===== src/sdl_consts.vh =====
// Constants for the strobe delay lock loop
// Behaviour
// (RL1) Loop tracks a frequency reference continuously to compensate drift.
// (RL2) Delay setting output is Gray coded; one bit changes per step.
// (RL3) Low-jitter mode locks after 2,560 reference cycles; code counts core clock cycles.
// (RL4) Normal mode locks within 512 reference cycles; code locks 513 core clock cycles after reset.
// (RL5) Traffic source should hold off read data during lock interval.
// (RL6) Setting consumers treat setting as unstable until lock elapses.
// (RL7) Usable below 100 MHz; strobe shift limited to 2.5 ns; code caps setting at SHIFT_CAP, 127 core clock cycles.
// (RL8) Up to four loops, one per corner, one frequency each.
// (RL9) Each loop gives two offset outputs, eight settings per device.
// (RL10) A loop drives settings into banks on both adjacent sides.
// (RL11) Each bank accepts settings from either or both adjacent loops.
// (RL12) Each strobe pin selects exactly one of two loop outputs.
// (RL13) One leveling chain per sub-bank: one interface per sub-bank.
// (RL14) Reference clock selects PLL output or dedicated clock pin.
// (RL15) Reference passes up to eight delay elements set by setting; code sets chain length from chain_used_in, not from setting.
// (RL16) Phase comparator compares chain output to reference, gives up/down; code compares setting to measured reference period.
// (RL17) Up/down moves seven-bit Gray counter until chain and reference align; code steps a binary counter until it equals the capped period.
// (RL18) Offset-adjusted settings go only to per-pin strobe logic.
// (RL19) Raw setting goes to core, strobe logic and read FIFO.
// (RL20) Strobe logic applies each new setting at all pins together.
// (RL21) Offset is Gray-coded two's complement -128..+127 with sign bit.
// (RL22) Combined delay is setting plus offset, capped at 128.
// (RL23) Lock indication after mode count since reset; cleared on reset.
// (RL24) Counter saturates at minimum and maximum, never wraps.
`ifndef SDL_CONSTS_VH
`define SDL_CONSTS_VH
`define SDL_SET_W        7
`define SDL_OFS_W        8
`define SDL_SUM_W        9
`define SDL_SET_MAX      7'h7f
`define SDL_SET_RST      7'h00
`define SDL_SUM_CAP      9'h080
`define SDL_LOCK_LJ      2560
`define SDL_LOCK_NORM    512
`define SDL_CHAIN_MAX    8
`define SDL_CLK_MHZ      250
`define SDL_SHIFT_MAX_PS 2500
`define SDL_SHIFT_MAX_CYC ((`SDL_SHIFT_MAX_PS * `SDL_CLK_MHZ) / 1000000)
`define SDL_UPD_GAP      4
`endif


===== src/sdl_loop.v =====
// Strobe delay lock loop: comparator, binary counter with Gray output, lock timer, outputs
`timescale 1ns/10ps
`default_nettype none
`include "sdl_consts.vh"
module sdl_loop #(
    parameter integer LOCK_LJ_CYC   = `SDL_LOCK_LJ,
    parameter integer LOCK_NORM_CYC = `SDL_LOCK_NORM,
    parameter integer CHAIN_LEN     = `SDL_CHAIN_MAX,
    parameter integer SHIFT_CAP     = 127
) (
    input  wire                    core_clk_in,
    input  wire                    rstn_in,
    input  wire                    low_jitter_in,
    input  wire                    ref_sel_pin_in,
    input  wire                    ref_pll_in,
    input  wire                    ref_pin_in,
    input  wire [3:0]              chain_used_in,
    input  wire [`SDL_OFS_W-1:0]   offset_a_gray_in,
    input  wire                    offset_a_neg_in,
    input  wire [`SDL_OFS_W-1:0]   offset_b_gray_in,
    input  wire                    offset_b_neg_in,
    output reg  [`SDL_SET_W-1:0]   setting_gray_out,
    output wire [`SDL_SET_W:0]     side_a_setting_out,
    output wire [`SDL_SET_W:0]     side_b_setting_out,
    output reg                     update_out,
    output reg                     locked_out
);
    localparam integer CNT_W = 13;
    localparam [2:0] ST_LOCKING = 3'b001;
    localparam [2:0] ST_TRACK   = 3'b010;
    localparam [2:0] ST_IDLE    = 3'b100;

    reg  [2:0]            state_q;
    reg  [2:0]            state_d;
    reg  [`SDL_SET_W-1:0] set_bin_q;
    reg  [`SDL_SET_W-1:0] set_bin_d;
    reg  [CNT_W-1:0]      lock_cnt_q;
    reg  [CNT_W-1:0]      lock_target;
    reg  [2:0]            upd_cnt_q;
    reg                   ref_q;
    reg                   ref_prev_q;
    reg  [CHAIN_LEN-1:0]  chain_q;
    reg  [`SDL_SET_W-1:0] tap_cnt_q;
    reg  [`SDL_SET_W-1:0] phase_q;
    reg  [`SDL_SET_W-1:0] period_q;
    reg  [`SDL_SET_W-1:0] target;
    reg  [`SDL_SET_W-1:0] cap_val;
    wire                  ref_sel;
    wire                  ref_rise;
    wire                  chain_out;
    reg                   up;
    reg                   down;

    // Reference source mux
    assign ref_sel = ref_sel_pin_in ? ref_pin_in : ref_pll_in; // see (RL14)
    assign ref_rise = ref_q & ~ref_prev_q;

    // Delay element chain model: reference shifted through taps
    always @(posedge core_clk_in) begin
        if (!rstn_in) begin
            ref_q      <= 1'b0;
            ref_prev_q <= 1'b0;
            chain_q    <= {CHAIN_LEN{1'b0}};
        end else begin
            ref_q      <= ref_sel;
            ref_prev_q <= ref_q;
            chain_q    <= {chain_q[CHAIN_LEN-2:0], ref_q}; // see (RL15)
        end
    end
    // Used chain length is 2*(chain_used_in[2:0]+1) capped at CHAIN_LEN
    assign chain_out = chain_q[(chain_used_in[2:0] >= (CHAIN_LEN/2))
                               ? (CHAIN_LEN-1)
                               : ({chain_used_in[2:0], 1'b1})];

    // Measure reference period and chain phase in clock cycles
    always @(posedge core_clk_in) begin
        if (!rstn_in) begin
            tap_cnt_q <= `SDL_SET_RST;
            phase_q   <= `SDL_SET_RST;
            period_q  <= `SDL_SET_RST;
        end else begin
            if (ref_rise) begin
                // Count from one so period_q holds the whole period
                tap_cnt_q <= 7'h01;
                period_q  <= tap_cnt_q; // see (RL1) (RL8)
            end else if (tap_cnt_q != `SDL_SET_MAX) begin
                tap_cnt_q <= tap_cnt_q + 7'h01;
            end
            if (chain_out && !chain_q[CHAIN_LEN-1]) begin
                phase_q <= tap_cnt_q;
            end
        end
    end

    // Phase comparator: setting should track measured period
    always @* begin
        cap_val = SHIFT_CAP[`SDL_SET_W-1:0]; // see (RL7)
        target  = (period_q > cap_val) ? cap_val : period_q;
        up      = set_bin_q < target; // see (RL16)
        down    = set_bin_q > target; // see (RL16)
    end

    always @* begin
        lock_target = low_jitter_in ? LOCK_LJ_CYC[CNT_W-1:0]
                                    : LOCK_NORM_CYC[CNT_W-1:0]; // see (RL3)
    end

    // Loop state machine
    always @* begin
        state_d   = state_q;
        set_bin_d = set_bin_q;
        case (state_q)
            ST_IDLE: begin
                state_d = ST_LOCKING;
            end
            ST_LOCKING: begin
                if (lock_cnt_q >= lock_target - 13'h0001) begin
                    state_d = ST_TRACK; // see (RL4)
                end
            end
            ST_TRACK: begin
                state_d = ST_TRACK;
            end
            default: begin
                state_d = ST_IDLE;
            end
        endcase
        if (upd_cnt_q == 3'h0 && state_q != ST_IDLE) begin
            if (up && set_bin_q != `SDL_SET_MAX) begin // see (RL24)
                set_bin_d = set_bin_q + 7'h01; // see (RL17)
            end else if (down && set_bin_q != `SDL_SET_RST) begin // see (RL24)
                set_bin_d = set_bin_q - 7'h01; // see (RL17)
            end
        end
    end

    always @(posedge core_clk_in) begin
        if (!rstn_in) begin
            state_q          <= ST_IDLE;
            set_bin_q        <= `SDL_SET_RST;
            lock_cnt_q       <= {CNT_W{1'b0}};
            upd_cnt_q        <= 3'h0;
            setting_gray_out <= `SDL_SET_RST;
            update_out       <= 1'b0;
            locked_out       <= 1'b0; // see (RL23)
        end else begin
            state_q   <= state_d;
            set_bin_q <= set_bin_d; // see (RL1)
            if (state_q == ST_LOCKING) begin
                lock_cnt_q <= lock_cnt_q + 13'h0001;
            end
            locked_out <= (state_d == ST_TRACK); // see (RL23)
            // Spaced update so all pins see a change together
            upd_cnt_q <= (upd_cnt_q == `SDL_UPD_GAP - 1) ? 3'h0
                                                          : upd_cnt_q + 3'h1;
            update_out <= (upd_cnt_q == 3'h0); // see (RL20)
            setting_gray_out <= set_bin_d ^ (set_bin_d >> 1); // see (RL2) (RL19)
        end
    end

    // Two offset units, one per adjacent side
    sdl_offset_unit u_ofs_a (
        .core_clk_in    (core_clk_in),
        .rstn_in        (rstn_in),
        .setting_bin_in (set_bin_q),
        .offset_gray_in (offset_a_gray_in),
        .offset_neg_in  (offset_a_neg_in),
        .update_in      (update_out),
        .adj_gray_out   (side_a_setting_out)
    ); // see (RL9) (RL12) (RL18)
    sdl_offset_unit u_ofs_b (
        .core_clk_in    (core_clk_in),
        .rstn_in        (rstn_in),
        .setting_bin_in (set_bin_q),
        .offset_gray_in (offset_b_gray_in),
        .offset_neg_in  (offset_b_neg_in),
        .update_in      (update_out),
        .adj_gray_out   (side_b_setting_out)
    ); // see (RL10) (RL11) (RL13)
endmodule // sdl_loop
`default_nettype wire


===== src/sdl_offset_unit.v =====
// Phase offset unit: adds a Gray two's complement offset to the setting
`timescale 1ns/10ps
`default_nettype none
`include "sdl_consts.vh"
module sdl_offset_unit (
    input  wire                    core_clk_in,
    input  wire                    rstn_in,
    input  wire [`SDL_SET_W-1:0]   setting_bin_in,
    input  wire [`SDL_OFS_W-1:0]   offset_gray_in,
    input  wire                    offset_neg_in,
    input  wire                    update_in,
    output reg  [`SDL_SET_W:0]     adj_gray_out
);
    reg  [`SDL_OFS_W-1:0] ofs_bin;
    reg  [`SDL_SUM_W-1:0] sum;
    reg  [`SDL_SUM_W-1:0] sum_sat;
    reg  [`SDL_SET_W:0]   sum_trim;
    integer               i;

    always @* begin
        // Gray to binary for the whole two's complement offset, sign msb included
        ofs_bin[`SDL_OFS_W-1] = offset_gray_in[`SDL_OFS_W-1];
        for (i = `SDL_OFS_W-2; i >= 0; i = i - 1) begin
            ofs_bin[i] = ofs_bin[i+1] ^ offset_gray_in[i];
        end
        // Sign bit must agree with the two's complement msb
        if (offset_neg_in != ofs_bin[`SDL_OFS_W-1]) begin // see (RL21)
            ofs_bin = {`SDL_OFS_W{1'b0}};
        end
        sum = {2'b00, setting_bin_in}
            + {ofs_bin[`SDL_OFS_W-1], ofs_bin}; // see (RL22)
        if (sum[`SDL_SUM_W-1]) begin
            sum_sat = {`SDL_SUM_W{1'b0}};
        end else if (sum > `SDL_SUM_CAP) begin
            sum_sat = `SDL_SUM_CAP; // see (RL22)
        end else begin
            sum_sat = sum;
        end
        sum_trim = sum_sat[`SDL_SET_W:0];
    end

    always @(posedge core_clk_in) begin
        if (!rstn_in) begin
            adj_gray_out <= {(`SDL_SET_W+1){1'b0}};
        end else if (update_in) begin // see (RL20)
            adj_gray_out <= sum_trim ^ (sum_trim >> 1); // see (RL21)
        end
    end
endmodule // sdl_offset_unit
`default_nettype wire


===== config.mk =====
export PLATFORM = sky130hd
export DESIGN_NAME = sdl_loop
export DESIGN_NICKNAME = d
export VERILOG_FILES = /design/src/sdl_loop.v /design/src/sdl_offset_unit.v
export VERILOG_INCLUDE_DIRS = /design/src
export SDC_FILE = /design/constraint.sdc
export NUM_CORES = 1
export LEC_CHECK = 0
export ABC_AREA = 1
export BUFFER_PORTS_ARGS = -buffer_cell sky130_fd_sc_hd__clkbuf_2
export CAP_MARGIN = 20
export CORE_MARGIN = 4
export CORE_UTILIZATION = 45
export CTS_CLUSTER_DIAMETER = 40
export CTS_CLUSTER_SIZE = 20
export DETAILED_ROUTE_END_ITERATION = 7
export PLACE_DENSITY = 0.73
export SLEW_MARGIN = 20
export SYNTH_ARGS = -nofsm -noshare
export SYNTH_HDL_FRONTEND = slang
export SYNTH_SLANG_ARGS = --single-unit

===== constraint.sdc =====
create_clock -name core_clk_in -period 9.8 [get_ports core_clk_in]
set_input_delay 1.96 -clock core_clk_in [delete_from_list [all_inputs] [get_ports core_clk_in]]
set_output_delay 1.96 -clock core_clk_in [all_outputs]
set_load 0.05 [all_outputs]

==> impl_metrics.py, run 1 <==
metrics = {
    "clocking": {
        "clkSinkCount": 66,
        "root_buffer": "clkbuf_8",
        "path_clk_slew_ns": 0.07,
        "postCtsSetupBuffers": 0,
        "ctsResizeCount": 0,
        "htree_levels": 3,
        "cts_buffers": 9,
        "clk-insertion-delay-late_ns": 0.33,
        "cts_hold_buf": 0,
        "cts_tree": "yes",
        "cts_buffer_depth": 2,
    },
    "drt": {
        "viasPerCell": 4.98,
        "drtIter0Drc": 187,
        "ant_nets": 0,
        "wl_per_cell_um": 11.1,
        "firstDrtPassIters": 6,
        "wl_um": 9630,
        "vias": 4317,
        "drcViolationCount": 0,
    },
    "grt": {
        "antenna_found_initial": 0,
        "gr-total-overflow": 0,
        "grt_max_degree": 41,
        "grt_use_met3": 0.0336,
        "use_met2": 0.304,
        "grt_pass1_vias": 3892,
        "grt_pass1_wl_um": 16100,
        "grt_use_met1": 0.199,
        "grt.total_usage": 0.169,
        "grt-busiest-layer": "met2",
    },
    "synth": {
        "synth_nets": 743,
        "synthTopCellsByArea": "dfxtp_1 (29%), nand2_1 (12%), inv_1 (9.2%), ha_1 (8.9%), nand3_1 (6.8%)",
        "yosysTopAreaCell": "dfxtp_1",
        "synth_seq_cells": 66,
        "synthCells": 681,
        "synth_top_area_share": 0.294,
        "avgSynthCellArea_sq_um": 6.59,
        "syn-cell-area_sq_um": 4490,
        "yosysSeqAreaShare": 0.294,
        "yosysUniqueCellTypes": 39,
        "ys_warn_count": 0,
    },
    "sta": {
        "fin_skew_ns": 0.00515,
        "fin_crit_sh": 0.470,
        "timing.final.ws_setup_ns": 5.19,
        "finalHoldViolCount": 0,
        "slew_viol_final": 0,
        "fin_hold_ws_ns": 0.428,
        "post-route-min-period_ns": 4.61,
        "rsz0062_at_grt": "false",
        "tightest_slew_ns": 0.908,
        "finalSetupViolations": 0,
        "max_freq_mhz": 217,
        "fin_tns_setup_ns": 0,
        "relSlewSlack": 0.394,
    },
    "critical_path": {
        "crit_cells": 30,
        "crit_required_ns": 10.05,
        "cp_num_buf_inv": 4,
        "worst_path_dominant_cell_family": "simple AND/OR/NAND/NOR gates",
        "critical_path_class": "in -> reg",
        "crit_end": "u_ofs_a.adj_gray_out[2]",
        "r2r-end": "u_ofs_b.adj_gray_out[4]",
        "setup.worst_path.start_class": "input pin",
        "r2r_cells": 15,
        "end_kind": "flop",
        "worstPathArrival_ns": 4.86,
        "worstPathMaxFanout": 5,
        "worstReg2RegStart": "set_bin_q[1]",
        "cp_common_cell": "nand2_1",
        "r2r_slack_ns": 7.34,
        "slowest_stage": "fa_1",
        "crit_start": "offset_a_gray_in[7]",
        "max_stage_delay_ns": 0.36,
    },
    "pwr": {
        "p_per_area_nw_per_um2": 266,
        "leakagePower_nw": 2.59,
        "p_total_mw": 1.33,
        "ir_drop_mv": 0.146,
    },
    "finish": {
        "drive_gt1_frac": 0.143,
        "nNetsFinal": 792,
        "num_antenna_cells": 0,
        "fin_util": 0.516,
        "syn_to_final_growth_pct": 11.8,
        "stdcell_area_sq_um": 5020,
        "final_cells": 867,
    },
    "die": {
        "top_level_ports": 53,
        "die_area_sq_um": 11600,
        "row_count": 36,
        "core_area_sq_um": 9730,
        "die_h_um": 108,
        "initial_core_util": 0.462,
        "die_x_um": 108,
    },
    "placed_design": {
        "port_buffers": 48,
        "dp_hpwl_um": 7650,
        "place_congestion": 0.858,
        "place_inst": 852,
        "dpl_cell_area_sq_um": 4850,
        "preCtsSetupSlack_ns": 4.84,
    },
    "min_path": {
        "hp-start": "ref_q",
        "hp-class": "reg -> reg",
    },
    "status": {
        "status": "complete, no violations",
    },
    "job": {
        "max_cap_viol_count": 0,
    },
}
==> layout by cell type (no fill, tap or decap), types with 2 or more instances in the layout <==
master / synthesis / final
a21oi_1: 49 / 49
and2_1: 2 / 2
clkbuf_1: 7 / 2
clkbuf_2: 0 / 48
clkbuf_8: 0 / 11
dfxtp_1: 66 / 66
fa_1: 2 / 2
ha_1: 32 / 32
inv_1: 110 / 110
inv_2: 6 / 6
nand2_1: 147 / 147
nand2_2: 12 / 12
nand2_4: 2 / 2
nand3_1: 61 / 61
nand3_2: 5 / 5
nand3b_1: 10 / 10
nand4_1: 18 / 18
nor2_1: 69 / 69
nor2_2: 4 / 4
nor3_1: 6 / 6
nor3_2: 2 / 2
o21a_1: 2 / 2
o21ai_0: 37 / 37
o21ai_1: 3 / 3
o21ai_2: 2 / 2
or2_2: 5 / 5
xnor2_1: 3 / 3
xor2_1: 5 / 5
==> power by group <==
group / internal, mW / switching, mW / total [mW]
Combinational: 0.267 / 0.506 / 0.773
Clock: 0.104 / 0.0933 / 0.197
Sequential: 0.309 / 0.0543 / 0.363
Total: 0.680 / 0.654 / 1.33
==> routing by layer <==
metal | part of all wire | wire length, um
met3 | 0.042 | 408
met5 | 0 | 0
met2 | 0.49 | 4750
met1 | 0.45 | 4330
met4 | 0.013 | 128
==> worst min-delay path by stage <==
stage	depth (start not counted)	slack, ns	endpoint
floorplan	2	0.41	ref_prev_q
global placement	2	0.41	ref_prev_q
finish	2	0.43	ref_prev_q
detailed placement	2	0.42	ref_prev_q
CTS	2	0.43	ref_prev_q
global route	2	0.45	ref_prev_q
==> cells by family (layout without fill, tap and decap cells) <==
family	after synthesis	count (layout)	share of synthesized area
XOR/XNOR	9	9	0.0192
AO/OA/AOI/OAI	97	97	0.117
buffers and inverters	127	180	0.108
AND/OR/NAND/NOR	348	348	0.364
flip-flops	66	66	0.294
adder cells (fa/ha/maj)	34	34	0.0981
==> flip-flops by register name, summed over array words and instances (netlist names), 6 cells and up <==
| signal | count |
|---|---|
| lock_cnt_q | 13 |
| u_ofs_a.adj_gray_out | 8 |
| u_ofs_b.adj_gray_out | 8 |
| period_q | 7 |
| setting_gray_out | 7 |
| tap_cnt_q | 7 |
| set_bin_q | 6 |
==> worst register-to-register path, stage by stage (launching register included) <==
cell     delay, ns
dfxtp_1       0.54
inv_1         0.26
fa_1          0.46
inv_1         0.09
nand3_1       0.08
nand2_1       0.11
nand2_1       0.08
nand2_1       0.07
nand2_1       0.07
nand2_1       0.14
nand3_1       0.09
nand2_1       0.14
nand3_1       0.09
nand3_1       0.08
nand2_1       0.06
inv_1         0.04
==> synthesized netlist by cell type, drive strengths merged <==
cell	n
o21a	2
dfxtp	66
clkinv	1
a211oi	1
a21oi	50
fa	2
nand4	18
inv	116
or2	5
xnor2	3
and2	2
clkbuf	7
buf	3
a31oi	1
nor3b	1
nor2	75
ha	32
nor3	8
nand3	67
nand3b	10
nand2	161
xor2	6
nor4	1
o21ai	43
==> layout make-up <==
type / count / area, sq um
fill: 998 / 4710
multi-input combinational: 488 / 2680
timing repair buffer: 48 / 240
clock buffer: 13 / 159
sequential: 66 / 1320
clock inverter: 2 / 12.5
inverter: 117 / 439
tap: 133 / 166
Note: power is estimated with default switching activity, not from simulation.
==> run 2: changes to the inputs <==
- ABC_AREA: 1 -> 0
- PLACE_DENSITY: 0.73 -> 0.76
- clock period: 9.8 -> 3.9 ns (I/O delays scaled with it)
==> run 2 against run 1 <==
Against the previous run:
- the flow now finishes with violations (negative setup slack)
- via count shrank 21%
- synthesized cell count decreased by 33%
- die area is 12% lower
- largest power group unchanged
- largest cell class unchanged
- count of clock-buffer cells in the layout down 3
- final cell count is 24% lower
- worst hold slack better by 0.015 ns
- critical path depth down 12
- total power increased by 64%
- cell area shrank 3.3%
- sequential power rose by 110%
- combinational power is 8.9% higher
- setup slack worse by 5.5 ns
==> impl_metrics.py, run 2 <==
metrics = {
    "status": {
        "status": "finished, violations left",
        "violations": "negative setup slack",
    },
    "sta": {
        "rsz0062_at_grt": "true",
        "finalSetupViolations": 4,
        "slew_viol_final": 0,
        "fin_hold_ws_ns": 0.443,
        "tightest_slew_ns": 0.843,
        "fin_crit_sh": 1.07,
        "fin_skew_ns": 0.00929,
        "fin_tns_setup_ns": -1.01,
        "timing.final.ws_setup_ns": -0.268,
        "relSlewSlack": 0.436,
        "post-route-min-period_ns": 4.17,
        "finalHoldViolCount": 0,
        "max_freq_mhz": 240,
    },
    "finish": {
        "largest_reg_flops": 13,
        "stdcell_area_sq_um": 4850,
        "syn_to_final_growth_pct": 24.0,
        "final_cells": 656,
        "drive_gt1_frac": 0.241,
        "final_cell_mix": "dfxtp_1 (66), nor2_1 (58), clkbuf_2 (47)",
        "reg_top3": "lock_cnt_q x13, u_ofs_a.adj_gray_out x8, u_ofs_b.adj_gray_out x8",
        "mostFrequentLayoutCell": "dfxtp_1",
        "fin_util": 0.582,
        "nNetsFinal": 608,
        "num_antenna_cells": 0,
        "top_register": "lock_cnt_q",
    },
    "placed_design": {
        "place_congestion": 0.858,
        "dp_hpwl_um": 6370,
        "place_inst": 633,
        "port_buffers": 48,
        "preCtsSetupSlack_ns": -0.679,
        "dpl_cell_area_sq_um": 4530,
    },
    "synth": {
        "yosysTopAreaCell": "dfxtp_1",
        "ys_warn_count": 0,
        "synthTopCellsByArea": "dfxtp_1 (34%), ha_1 (10%), xnor2_1 (7.4%), xor2_1 (6.5%), nor2_1 (5.6%)",
        "synth_nets": 516,
        "yosysSeqAreaShare": 0.337,
        "ys_async_sr_fraction": 0,
        "syn-cell-area_sq_um": 3920,
        "yosysUniqueCellTypes": 51,
        "synthFlopType": "dfxtp_1",
        "synth_edf_count": 0,
        "synthCells": 454,
        "synth_common_cells": "dfxtp_1 (66), nor2_1 (58), nand2_1 (38)",
        "synth_seq_cells": 66,
        "synth_top_area_share": 0.337,
        "avgSynthCellArea_sq_um": 8.62,
        "synth.most_common_cell": "dfxtp_1",
    },
    "critical_path": {
        "r2r_cells": 9,
        "worstReg2RegStart": "set_bin_q[1]",
        "r2r-end": "u_ofs_b.adj_gray_out[1]",
        "worstPathMaxFanout": 4,
        "cp_common_cell": "xor2_1",
        "end_kind": "flop",
        "r2r_slack_ns": 1.05,
        "setup.worst_path.start_class": "input pin",
        "worst_path_dominant_cell_family": "XOR/XNOR gates",
        "slowest_stage": "or4b_1",
        "worstPathCellList": "buf_6, xnor3_1, xor2_2, xor2_1, xor2_1, xor2_1, xor2_1, nor2_1, ha_2, inv_2, fa_2, nand2b_4, a211oi_2, a211oi_2, xnor2_1, or4b_1, a21o_1, o21ai_1",
        "max_stage_delay_ns": 0.48,
        "cp_num_buf_inv": 2,
        "critical_path_class": "in -> reg",
        "worstPathArrival_ns": 4.45,
        "crit_required_ns": 4.18,
    },
    "clocking": {
        "cts_hold_buf": 0,
        "root_buffer": "clkbuf_8",
        "cts_tree": "yes",
        "clk-insertion-delay-late_ns": 0.35,
        "cts_buffer_depth": 2,
        "htree_levels": 3,
        "clkSinkCount": 66,
        "cts_buffers": 9,
        "path_clk_slew_ns": 0.07,
    },
    "die": {
        "row_count": 33,
        "initial_core_util": 0.469,
        "top_level_ports": 53,
        "core_area_sq_um": 8340,
        "die_h_um": 101,
        "die_area_sq_um": 10300,
        "die_x_um": 101,
    },
    "min_path": {
        "min_to": "upd_cnt_q[0]",
        "hp-start": "upd_cnt_q[0]",
        "hp-class": "reg -> reg",
        "hold_path_depth": 1,
    },
    "grt": {
        "grt.total_usage": 0.175,
        "grt_pass1_wl_um": 14400,
        "grt_pass1_vias": 3406,
        "gr-total-overflow": 0,
        "antenna_found_initial": 0,
        "grt_max_degree": 36,
    },
    "pwr": {
        "p_per_area_nw_per_um2": 449,
        "leakagePower_nw": 2.12,
        "p_total_mw": 2.18,
        "ir_drop_mv": 0.266,
    },
    "drt": {
        "drtIter0Drc": 175,
        "wl_per_cell_um": 12.9,
        "ant_nets": 0,
        "firstDrtPassIters": 5,
        "viasPerCell": 5.23,
        "drcViolationCount": 0,
        "vias": 3430,
        "wl_um": 8480,
    },
    "job": {
        "max_cap_viol_count": 0,
    },
}
-- run 2: final cells by class --
cell class                      instances  area [sq um]
Clock buffer                           10           128
Clock inverter                          6          67.6
Fill cell                             736          3490
Inverter                               22          82.6
Multi-Input combinational cell        358          2570
Sequential cell                        66          1320
Tap cell                              105           131
Timing Repair Buffer                   89           554
-- run 2: kinds of logic after synthesis --
logic type / synth area share
flops: 0.337
buf+inv: 0.0307
simple gates: 0.221
compound gates: 0.143
mux: 0.0105
fa+ha+maj: 0.112
xor+xnor: 0.144
-- run 2: timing repair --
item                                   CTS  global route
setup buffers                            7             0
setup endpoints to repair               10            12
gates resized for setup                  6             6
endpoints found under the hold margin    0             0
pin swaps                               17            10
-- run 2: worst max path at each step --
stage                                    endpoint           startpoint  cells after the start  slack (ns)
after CTS                 u_ofs_a.adj_gray_out[0]  offset_a_gray_in[6]                     18       -0.26
after global placement    u_ofs_a.adj_gray_out[0]  offset_a_gray_in[5]                     18       -0.52
after floorplan           u_ofs_a.adj_gray_out[2]  offset_a_gray_in[5]                     17       -0.33
after global routing      u_ofs_a.adj_gray_out[3]  offset_a_gray_in[5]                     18       -0.45
after detailed placement  u_ofs_a.adj_gray_out[0]  offset_a_gray_in[5]                     18       -0.68
final                     u_ofs_a.adj_gray_out[1]  offset_a_gray_in[5]                     18       -0.27
-- run 2: metal layers --
metal	vias to the layer above	track usage	part of all wire
met2	81	0.327	0.52
met1	1582	0.188	0.42
li1	1754	-	-
met5	-	0	0
met3	13	0.0420	0.048
met4	0	0.0665	0.017
-- run 2: report_power, final --
group	switching [mW]	internal [mW]	total (mW)	leakage (nW)
combinational	0.478	0.364	0.842	1.49
sequential	0.0469	0.722	0.769	0.536
clock	0.274	0.296	0.570	0.0925
